## src/logic/cifd_pkg.sv

```systemverilog
// Package for the core instruction field decoder: field layout and timing
package cifd_pkg;
	// ----------------------------------------
	// Instruction word layout
	// ----------------------------------------
	localparam int WORD_W = 14;
	localparam int FADDR_LSB = 0;
	localparam int FADDR_W = 7;
	localparam int DEST_POS = 7;
	localparam int BITSEL_LSB = 7;
	localparam int BITSEL_W = 3;
	localparam int LIT8_W = 8;
	localparam int LIT11_W = 11;
	localparam int OPC_MSB = 13;
	// Group codes in the two top bits
	localparam logic [1:0] GRP_BYTE = 2'h0;
	localparam logic [1:0] GRP_BIT = 2'h1;
	localparam logic [1:0] GRP_JUMP = 2'h2;
	localparam logic [1:0] GRP_LIT = 2'h3;
	// Bit-op subcodes in bits 11:10 (skip ops are 2 and 3)
	localparam logic [1:0] BITOP_SKIP0 = 2'h2;
	// Byte-op code of the no-operation word
	localparam logic [WORD_W-1:0] NOP_WORD = 14'h0000;
	// Address of the second I/O port, which has change detect
	localparam logic [FADDR_W-1:0] PORT2_ADDR = 7'h06;
	// Address of the program counter low byte; a write there redirects
	localparam logic [FADDR_W-1:0] PC_ADDR = 7'h02;

	// ----------------------------------------
	// Timing
	// ----------------------------------------
	localparam int OSC_PER_CYCLE = 4;
	localparam logic [1:0] PHASE_LAST = 2'h3;
	localparam logic [1:0] PHASE_READ = 2'h1;
	localparam logic [1:0] PHASE_WRITE = 2'h3;

	// ----------------------------------------
	// Types
	// ----------------------------------------
	typedef enum logic [1:0] {
		CIFD_GROUP_BYTE,
		CIFD_GROUP_BIT,
		CIFD_GROUP_LIT
	} cifd_group_t;

	// Decoded fields travel together
	typedef struct packed {
		cifd_group_t group;
		logic [5:0] opcode;
		logic [6:0] faddr;
		logic dest_file;
		logic [2:0] bitsel;
		logic [10:0] literal;
		logic is_jump;
		logic uses_file;
	} cifd_fields_t;
endpackage : cifd_pkg

```

## src/logic/cifd_decoder.sv

```systemverilog
// Instruction field decoder with four-phase cycle and read-modify-write
`timescale 1ns/1ns
// ----------------------------------------
// Functional notes
// ----------------------------------------
module cifd_decoder (
	// Clock and reset
	input wire logic clk_in,
	input wire logic arst_n_in,
	// Fetched instruction, taken at cycle start
	input wire logic [13:0] instr_in,
	// Result of the skip test, valid at the write phase
	input wire logic skip_true_in,
	// Decoded fields of the executing instruction
	output cifd_pkg::cifd_fields_t fields_out,
	// Cycle timing
	output logic [1:0] phase_out,
	output logic cycle_start_out,
	output logic nop_cycle_out,
	// File register access strobes
	output logic file_rd_out,
	output logic file_wr_out,
	output logic w_wr_out,
	output logic [6:0] file_addr_out,
	// Clears the change mismatch of the second I/O port
	output logic port2_mismatch_clr_out
);
	// ----------------------------------------
	// Combinational decode
	// ----------------------------------------
	cifd_pkg::cifd_fields_t next_fields;
	logic next_extra;
	logic [1:0] next_phase;

	// Splits the word; address, bit select and opcode are taken from every word, whatever its group
	always_comb begin
		next_fields = '0;
		next_fields.faddr = instr_in[cifd_pkg::FADDR_LSB +:
			cifd_pkg::FADDR_W];
		next_fields.bitsel = instr_in[cifd_pkg::BITSEL_LSB +:
			cifd_pkg::BITSEL_W];
		next_fields.opcode = instr_in[cifd_pkg::OPC_MSB -: 6];
		case (instr_in[13:12])
			cifd_pkg::GRP_BYTE: begin
				next_fields.group = cifd_pkg::CIFD_GROUP_BYTE;
				next_fields.dest_file = instr_in[cifd_pkg::DEST_POS];
				// Control words (return, sleep) have a zero address field
				next_fields.uses_file = (instr_in[6:0] != 7'h00) ||
					instr_in[11:8] != 4'h0;
			end
			cifd_pkg::GRP_BIT: begin
				next_fields.group = cifd_pkg::CIFD_GROUP_BIT;
				next_fields.dest_file = 1'b1;
				next_fields.uses_file = 1'b1;
			end
			cifd_pkg::GRP_JUMP: begin
				next_fields.group = cifd_pkg::CIFD_GROUP_LIT;
				next_fields.literal = instr_in[10:0];
				next_fields.is_jump = 1'b1;
			end
			default: begin
				next_fields.group = cifd_pkg::CIFD_GROUP_LIT;
				// Upper literal bits are don't-care and forced to zero
				next_fields.literal = {3'h0, instr_in[7:0]};
			end
		endcase
	end

	assign next_phase = phase_out + 2'h1;

	// Extra NOP cycle: jumps, byte-op writes to PC (addr 2), or true skips
	always_comb begin
		next_extra = fields_out.is_jump ||
			(fields_out.uses_file && fields_out.dest_file &&
			fields_out.group == cifd_pkg::CIFD_GROUP_BYTE &&
			fields_out.faddr == cifd_pkg::PC_ADDR) ||
			skip_true_in;
	end

	// ----------------------------------------
	// Phase counter
	// ----------------------------------------
	// Four clock periods make one instruction cycle
	always_ff @(posedge clk_in or negedge arst_n_in) begin
		if (!arst_n_in) begin
			phase_out <= 2'h0;
			cycle_start_out <= 1'b0;
		end else begin
			phase_out <= next_phase;
			cycle_start_out <= (next_phase == cifd_pkg::PHASE_LAST);
		end
	end

	// ----------------------------------------
	// Instruction latch and NOP insertion
	// ----------------------------------------
	// A flushed cycle runs as a NOP word so it has no side effects
	always_ff @(posedge clk_in or negedge arst_n_in) begin
		if (!arst_n_in) begin
			fields_out <= '0;
			nop_cycle_out <= 1'b0;
		end else if (phase_out == cifd_pkg::PHASE_LAST) begin
			if (next_extra && !nop_cycle_out) begin
				fields_out <= '0;
				nop_cycle_out <= 1'b1;
			end else begin
				fields_out <= next_fields;
				nop_cycle_out <= 1'b0;
			end
		end
	end

	// ----------------------------------------
	// Read-modify-write strobes
	// ----------------------------------------
	// Read in phase 1 always precedes the write in phase 3
	always_ff @(posedge clk_in or negedge arst_n_in) begin
		if (!arst_n_in) begin
			file_rd_out <= 1'b0;
			file_wr_out <= 1'b0;
			w_wr_out <= 1'b0;
			file_addr_out <= 7'h00;
			port2_mismatch_clr_out <= 1'b0;
		end else begin
			file_addr_out <= fields_out.faddr;
			file_rd_out <= fields_out.uses_file &&
				next_phase == cifd_pkg::PHASE_READ;
			port2_mismatch_clr_out <= fields_out.uses_file &&
				next_phase == cifd_pkg::PHASE_READ &&
				fields_out.faddr == cifd_pkg::PORT2_ADDR;
			// Skip bit-tests write nothing back
			file_wr_out <= fields_out.uses_file && fields_out.dest_file &&
				!(fields_out.group == cifd_pkg::CIFD_GROUP_BIT &&
				fields_out.opcode[3]) &&
				next_phase == cifd_pkg::PHASE_WRITE;
			w_wr_out <= fields_out.uses_file && !fields_out.dest_file &&
				next_phase == cifd_pkg::PHASE_WRITE;
		end
	end

	// ----------------------------------------
	// Checks
	// ----------------------------------------
	AST_PHASE_WRAPS: assert property (@(posedge clk_in)
		disable iff (!arst_n_in) cycle_start_out |=> ##3 cycle_start_out)
		else $error("cycle start not every four clocks");
	// The first edge after release still shows the reset phase
	AST_PHASE_STEP: assert property (@(posedge clk_in)
		disable iff (!arst_n_in) $past(arst_n_in) |->
		phase_out == 2'($past(phase_out) + 2'h1))
		else $error("phase did not advance");
	AST_READ_BEFORE_WRITE: assert property (@(posedge clk_in)
		disable iff (!arst_n_in) file_wr_out |-> $past(file_rd_out, 2))
		else $error("file write without earlier read");
	AST_W_DEST: assert property (@(posedge clk_in)
		disable iff (!arst_n_in) !(file_wr_out && w_wr_out))
		else $error("both destinations written");
	AST_DEST_ZERO: assert property (@(posedge clk_in)
		disable iff (!arst_n_in) w_wr_out |-> !fields_out.dest_file)
		else $error("W written with dest bit one");
	AST_PORT_CLR: assert property (@(posedge clk_in)
		disable iff (!arst_n_in) port2_mismatch_clr_out |->
		file_rd_out && file_addr_out == cifd_pkg::PORT2_ADDR)
		else $error("mismatch clear without port read");
	AST_JUMP_NOP: assert property (@(posedge clk_in)
		disable iff (!arst_n_in)
		(phase_out == 2'h3 && fields_out.is_jump && !nop_cycle_out)
		|=> nop_cycle_out ##4 !nop_cycle_out)
		else $error("jump missing single NOP cycle");
	AST_LIT_WIDTH: assert property (@(posedge clk_in)
		disable iff (!arst_n_in)
		(fields_out.group == cifd_pkg::CIFD_GROUP_LIT &&
		!fields_out.is_jump) |-> fields_out.literal[10:8] == 3'h0)
		else $error("literal wider than eight bits");
	AST_NOP_QUIET: assert property (@(posedge clk_in)
		disable iff (!arst_n_in)
		nop_cycle_out |-> !file_wr_out && !w_wr_out)
		else $error("NOP cycle wrote a result");
	// Each strobe lands in its own phase and stands one clock
	AST_RD_PHASE: assert property (@(posedge clk_in)
		disable iff (!arst_n_in)
		file_rd_out |-> phase_out == cifd_pkg::PHASE_READ)
		else $error("file read outside the read phase");
	AST_WR_PHASE: assert property (@(posedge clk_in)
		disable iff (!arst_n_in)
		(file_wr_out || w_wr_out) |-> phase_out == cifd_pkg::PHASE_WRITE)
		else $error("result stored outside the write phase");
	AST_STROBE_PULSE: assert property (@(posedge clk_in)
		disable iff (!arst_n_in)
		(file_rd_out || file_wr_out) |=> !file_rd_out && !file_wr_out)
		else $error("file strobe stood longer than one clock");
	// Decoded fields only move at the start of an instruction cycle
	AST_FIELDS_STABLE: assert property (@(posedge clk_in)
		disable iff (!arst_n_in)
		phase_out != 2'h0 |-> $stable(fields_out))
		else $error("decoded fields changed inside a cycle");
	AST_SKIP_NOP: assert property (@(posedge clk_in)
		disable iff (!arst_n_in)
		(phase_out == cifd_pkg::PHASE_LAST && skip_true_in &&
		!nop_cycle_out) |=> nop_cycle_out && fields_out == '0)
		else $error("true skip without a NOP cycle");
	AST_PC_WRITE_NOP: assert property (@(posedge clk_in)
		disable iff (!arst_n_in)
		(phase_out == cifd_pkg::PHASE_LAST && !nop_cycle_out &&
		file_wr_out && file_addr_out == cifd_pkg::PC_ADDR &&
		fields_out.group == cifd_pkg::CIFD_GROUP_BYTE)
		|=> nop_cycle_out)
		else $error("program counter write without a NOP cycle");
	AST_NOP_ONCE: assert property (@(posedge clk_in)
		disable iff (!arst_n_in)
		(phase_out == cifd_pkg::PHASE_LAST && nop_cycle_out)
		|=> !nop_cycle_out)
		else $error("two NOP cycles in a row");
	COV_JUMP: cover property (@(posedge clk_in) disable iff (!arst_n_in)
		fields_out.is_jump ##1 nop_cycle_out);
	COV_FILE_WR: cover property (@(posedge clk_in) disable iff (!arst_n_in)
		file_wr_out);
	COV_W_WR: cover property (@(posedge clk_in) disable iff (!arst_n_in)
		w_wr_out);
	COV_PORT: cover property (@(posedge clk_in) disable iff (!arst_n_in)
		port2_mismatch_clr_out);
	COV_SKIP: cover property (@(posedge clk_in) disable iff (!arst_n_in)
		skip_true_in && phase_out == cifd_pkg::PHASE_LAST ##1 nop_cycle_out);
endmodule : cifd_decoder

```

## config.mk

```make
export PLATFORM = sky130hd
export DESIGN_NAME = cifd_decoder
export DESIGN_NICKNAME = d
export VERILOG_FILES = /design/src/logic/cifd_pkg.sv /design/src/logic/cifd_decoder.sv
export SDC_FILE = /design/constraint.sdc
export NUM_CORES = 1
export LEC_CHECK = 0
export ABC_AREA = 1
export BUFFER_PORTS_ARGS = -buffer_cell sky130_fd_sc_hd__buf_2
export CAP_MARGIN = 20
export CORE_ASPECT_RATIO = 0.7
export CORE_MARGIN = 8
export CORE_UTILIZATION = 53
export CTS_CLUSTER_SIZE = 28
export DETAILED_ROUTE_END_ITERATION = 8
export PLACE_DENSITY = 0.89
export SKIP_CTS_REPAIR_TIMING = 1
export SYNTH_ARGS = -nofsm -noshare
export SYNTH_HDL_FRONTEND = slang
export SYNTH_SLANG_ARGS = --single-unit
```

## constraint.sdc

```tcl
create_clock -name clk_in -period 2.85 [get_ports clk_in]
set_input_delay 0.1425 -clock clk_in [delete_from_list [all_inputs] [get_ports clk_in]]
set_output_delay 0.1425 -clock clk_in [all_outputs]
set_load 0.02 [all_outputs]
```

==> flow_summary.yaml, run 1 <==
run_status:
  outcome: "finished, final reports clean"
power:
  leakagePower_nw: 1.35
  ir_drop_uv: 280
  cellPowerDensity_nw_per_um2: 572
die:
  die-area_um2: 5660
  core.rowCount: 18
  die_w_um: 86.5
  design.core.area_um2: 3420
  fp.dieH_um: 65.4
  ioPinCount: 64
  start_util_pct: 53.9
sta:
  max_slew.worst_pin.slew_ps: 663
  relSlewSlack_pct: 55.8
  fin_skew_ps: 10.8
  fin_crit_ps: 2090
  rsz0062_at_grt: "no"
  tns_ps: 0
  fin_crit_sh_pct: 73.4
  drv_slew: 0
  timing.fmax_mhz: 478
  hold_viol_final: 0
  finalSetupViolCount: 0
setup_path:
  crit_fanout: 20
  cp.arrival_ps: 2320
  path_cells: "ha_1 -> inv_1 -> nor2_1 -> o21a_1 -> nand2_1 -> nand2_1"
  cpMostUsedCell: "nand2_1"
  slowest_stage: "ha_1"
  max_stage_delay_ps: 600
  endpoint_kind: "register"
  critPathRequiredTime_ps: 3080
  critPathLaunchType: "register"
  crit_type: "register to register"
yosys:
  syn_nets: 221
  synth.cell_area_um2: 1850
  synth_top_cell_by_area: "dfrtp_1"
  synth-seq-area-share_pct: 61.0
  ys_warn_count: 0
  synthDistinctLibCells: 18
  synth_area_leaders: "dfrtp_1 (61%), nand2_1 (14%), nand3_1 (8.1%)"
  async_flop_share_pct: 100
  synth_seq_cells: 45
  yosys.area.top_type_share_pct: 61.0
  synth-edff-count: 0
  yosys_most_used_dff: "dfrtp_1"
  syn_inst: 201
  synth.avg_cell_area_um2: 9.18
  yosysMostFrequentCell: "nand2_1"
  netlist_top_cells_count: "nand2_1 (70), dfrtp_1 (45), nand3_1 (30)"
routing:
  viasPerCell: 4.73
  first_pass_iters: 4
  wl_per_cell_um: 13.4
  ant_nets: 0
  drtIter0Drc: 103
  drc: 0
  drt-total-wl_um: 4210
  vias: 1486
job:
  maxCapViolCount: 0
layout:
  design_area_um2: 2270
  final_layout_size_suffix_gt1_share_pct: 28.4
  final_cells: 314
  antenna_cells: 0
  fillers: 310
  finish.net_count: 284
  syn_to_final_growth_pct: 23.0
global_route:
  grt_first_pass_wirelength_um: 6910
  track_usage_pct: 15.4
  antenna_found_initial: 0
  overflow: 0
  grt_pass1_vias: 1465
  grt_max_degree: 46
place:
  dp_cells: 305
  dpl_cell_area_um2: 2150
  routabilityCongestion: 0.777
  io_buffers: 63
  hpwlAfterDp_um: 3090
clock_tree:
  h-tree-depth: 2
  clk_pin_slew_ps: 70
  clock_sinks: 45
  cts_buffers: 5
  clk_latency_ps: 290
  clockBufferDepth: 2
  cts-root-buf: "clkbuf_8"
  cts_tree: "built"
hold_path:
  worstHoldPathType: "primary input to register"
==> layout by cell type (no fill, tap or decap) <==
master,n
dlygate4sd3_1,1
nand4_1,2
buf_4,1
nand2_1,70
o21ai_2,2
buf_12,1
nand3_1,30
clkbuf_8,6
buf_2,63
o21a_1,2
inv_1,18
nor4_1,1
ha_1,3
nor2_1,15
clkinv_1,1
nand2_2,2
dfrtp_1,45
clkbuf_1,1
==> metrics by stage <==
stage               total power [mW]  setup slack (ps)  hold slack [ps]  utilization [%]
floorplan                      0.842              1480             -153                -
finish                          1.30               758              103             66.3
CTS                             1.30               795             28.3             65.4
detailed placement             0.922               817              348             62.9
global placement               0.917               881              331             62.9
global route                    1.35               541              105             66.3
==> sequential cells by signal (all words and copies together) (netlist names) <==
register,flops
nop_cycle_out,1
port2_mismatch_clr_out,1
file_wr_out,1
w_wr_out,1
cycle_start_out,1
file_addr_out,7
fields_out,30
phase_out,2
file_rd_out,1
==> area by class of cell <==
class | instances | area [µm²] | share of cell area (%)
Tap cell | 50 | 62.6 | 2.76
Timing Repair Buffer | 66 | 353 | 15.5
Inverter | 19 | 71.3 | 3.14
Clock buffer | 7 | 86.3 | 3.80
Sequential cell | 45 | 1130 | 49.6
Multi-Input combinational cell | 127 | 571 | 25.1
==> worst paths after layout <==
check	startpoint	end	slack (ps)	cells after the start
min in group asynchronous	arst_n_in	fields_out[2]$_DFFE_PN0N_	320	2
setup / recovery	phase_out[1]$_DFF_PN0_	fields_out[0]$_DFFE_PN0N_	760	6
setup reg to reg	phase_out[1]$_DFF_PN0_	fields_out[0]$_DFFE_PN0N_	760	6
hold / removal	instr_in[11]	fields_out[27]$_DFFE_PN0N_	100	3
hold reg to reg	fields_out[18]$_DFFE_PN0N_	file_addr_out[1]$_DFF_PN0_	440	0
max in group asynchronous	arst_n_in	fields_out[0]$_DFFE_PN0N_	2050	3
==> critical path, delay by kind of cell (launching register included) <==
kind	cells	cell delay [ps]
and+or+nand+nor	3	430
DFF	1	390
buffers and inverters	1	450
adders and majority gates	1	600
AOI/OAI and AO/OA	1	170
==> per-layer routing <==
layer	vias up	share of wire [%]	track usage, %
li1	743	-	-
met1	679	46	19.6
met2	55	43	22.9
met3	9	9.3	6.85
met4	0	1.3	5.34
met5	-	0	0
==> report_power, final <==
part           switching, mW  total (mW)  internal [mW]  leakage (nW)
Clock                  0.193       0.386          0.192        0.0443
Sequential            0.0290       0.709          0.680         0.581
Combinational          0.138       0.203         0.0645         0.724
Total                  0.361        1.30          0.937          1.35
==> cell families (layout without fill, tap and decap cells) <==
kind of cell / Yosys count / after routing / share of synthesized area [%]
fa+ha+maj: 3 / 3 / 2.03
compound gates: 4 / 4 / 1.76
flops: 45 / 45 / 61.0
buf+inv: 29 / 92 / 8.07
simple gates: 120 / 120 / 27.1
(Power assumes the default switching activity.)
==> run 2, diff against run 1 <==
--- a/config.mk
+++ b/config.mk
@@ -10,10 +10,10 @@
 export CAP_MARGIN = 20
 export CORE_ASPECT_RATIO = 0.7
 export CORE_MARGIN = 8
-export CORE_UTILIZATION = 53
+export CORE_UTILIZATION = 44
 export CTS_CLUSTER_SIZE = 28
 export DETAILED_ROUTE_END_ITERATION = 8
-export PLACE_DENSITY = 0.89
+export PLACE_DENSITY = 0.79
 export SKIP_CTS_REPAIR_TIMING = 1
 export SYNTH_ARGS = -nofsm -noshare
 export SYNTH_HDL_FRONTEND = slang
==> constraint.sdc (replaced) <==
create_clock -name clk_in -period 1.9 [get_ports clk_in]
set_input_delay 0.095 -clock clk_in [delete_from_list [all_inputs] [get_ports clk_in]]
set_output_delay 0.095 -clock clk_in [all_outputs]
set_load 0.02 [all_outputs]
==> flow_summary.yaml, run 2 (same netlist as run 1, synthesis figures left out) <==
run_status:
  outcome: "finished, final reports clean"
sta:
  tns_ps: 0
  timing.fmax_mhz: 598
  finalSetupViolCount: 0
  fin_crit_sh_pct: 88.0
  hold_viol_final: 0
  drv_slew: 0
  fin_skew_ps: 3.58
  rsz0062_at_grt: "no"
  relSlewSlack_pct: 64.8
  fin_crit_ps: 1670
  max_slew.worst_pin.slew_ps: 526
setup_path:
  crit_type: "register to register"
  critPathLaunchType: "register"
  endpoint_kind: "register"
  cpMostUsedCell: "nand2_1"
  max_stage_delay_ps: 440
  path_cells: "ha_1 -> inv_1 -> nor2_1 -> o21a_1 -> nand2_1 -> nand2_1"
  critPathRequiredTime_ps: 2140
  crit_fanout: 12
  slowest_stage: "ha_1"
  cp.arrival_ps: 1910
global_route:
  grt_max_degree: 31
  overflow: 0
  track_usage_pct: 14.8
  grt_first_pass_wirelength_um: 7600
  antenna_found_initial: 0
  grt_pass1_vias: 1532
layout:
  max_flop_register: "fields_out"
  final_cells: 318
  finish.net_count: 286
  antenna_cells: 0
  design_area_um2: 2270
  final_common_cell: "nand2_1"
  largest_register_ffs: 30
  syn_to_final_growth_pct: 23.3
  final_layout_size_suffix_gt1_share_pct: 28.9
  most-common-layout-cells: "nand2_1 (70), buf_2 (63), dfrtp_1 (45)"
  largestRegisters: "fields_out x30, file_addr_out x7, phase_out x2"
die:
  design.core.area_um2: 3970
  die_w_um: 93.4
  die-area_um2: 6560
  core.rowCount: 19
  start_util_pct: 46.5
  ioPinCount: 64
  fp.dieH_um: 70.2
clock_tree:
  clock_sinks: 45
  cts_buffers: 5
  clk_latency_ps: 290
  clk_pin_slew_ps: 80
  cts_tree: "built"
  clockBufferDepth: 2
  h-tree-depth: 2
  cts-root-buf: "clkbuf_8"
power:
  ir_drop_uv: 591
  leakagePower_nw: 1.35
  cellPowerDensity_nw_per_um2: 857
  power_mw: 1.95
routing:
  ant_nets: 0
  first_pass_iters: 4
  drt-total-wl_um: 4550
  drc: 0
  drtIter0Drc: 106
  wl_per_cell_um: 14.3
  vias: 1509
  viasPerCell: 4.75
place:
  dpl_cell_area_um2: 2180
  routabilityCongestion: 0.819
  dp_cells: 310
  hpwlAfterDp_um: 3430
  io_buffers: 63
hold_path:
  worstHoldPathType: "primary input to register"
job:
  maxCapViolCount: 0
run 2: changes by cell type in the layout (fill, tap and decap cells not counted):
cell	change
buf_12	-1
buf_4	+3
run 2: worst max-delay path: cells and delay by family, from the launching register on:
family,cells,cell delay [ps]
adders and majority gates,1,440
DFF,1,390
and+or+nand+nor,3,370
buffers and inverters,1,260
AOI/OAI and AO/OA,1,150
run 2: per-layer routing:
metal	part of all wire (%)	global-route usage, %
met5	0	0
met4	1.4	5.87
met3	10	6.62
met2	42	19.9
met1	47	19.9
run 2: worst paths after layout:
check,from,end,slack (ps),cells after the start
worst max-delay path,phase_out[1]$_DFF_PN0_,fields_out[16]$_DFFE_PN0N_,230,6
max in group asynchronous,arst_n_in,fields_out[9]$_DFFE_PN0N_,940,3
worst min register to register,fields_out[17]$_DFFE_PN0N_,file_addr_out[0]$_DFF_PN0_,430,0
worst max register to register,phase_out[1]$_DFF_PN0_,fields_out[16]$_DFFE_PN0N_,230,6
min in group asynchronous,arst_n_in,file_wr_out$_DFF_PN0_,280,2
worst min-delay path,instr_in[9],fields_out[25]$_DFFE_PN0N_,50,3
run 2: report_power, final:
group	internal [mW]	switching, mW	total, mW	leakage (nW)
registers	1.02	0.0433	1.06	0.581
logic	0.0940	0.209	0.303	0.729
clock network	0.288	0.294	0.582	0.0443
total	1.40	0.547	1.95	1.35
run 2: cell type report:
class,instances,area [µm²]
multi-input combinational,127,571
sequential,45,1130
tap,52,65.1
timing repair buffer,68,355
fill,364,1700
clock buffer,7,86.3
inverter,19,71.3
run 2: per-stage QoR:
step	setup WS (ps)	hold slack (ps)	utilization, %
after floorplan	530	-201	-
after global placement	378	74.3	54.9
after detailed placement	247	70.9	54.9
after CTS	234	-250	57.0
after global routing	40.3	54.4	57.3
final	227	47.5	57.3
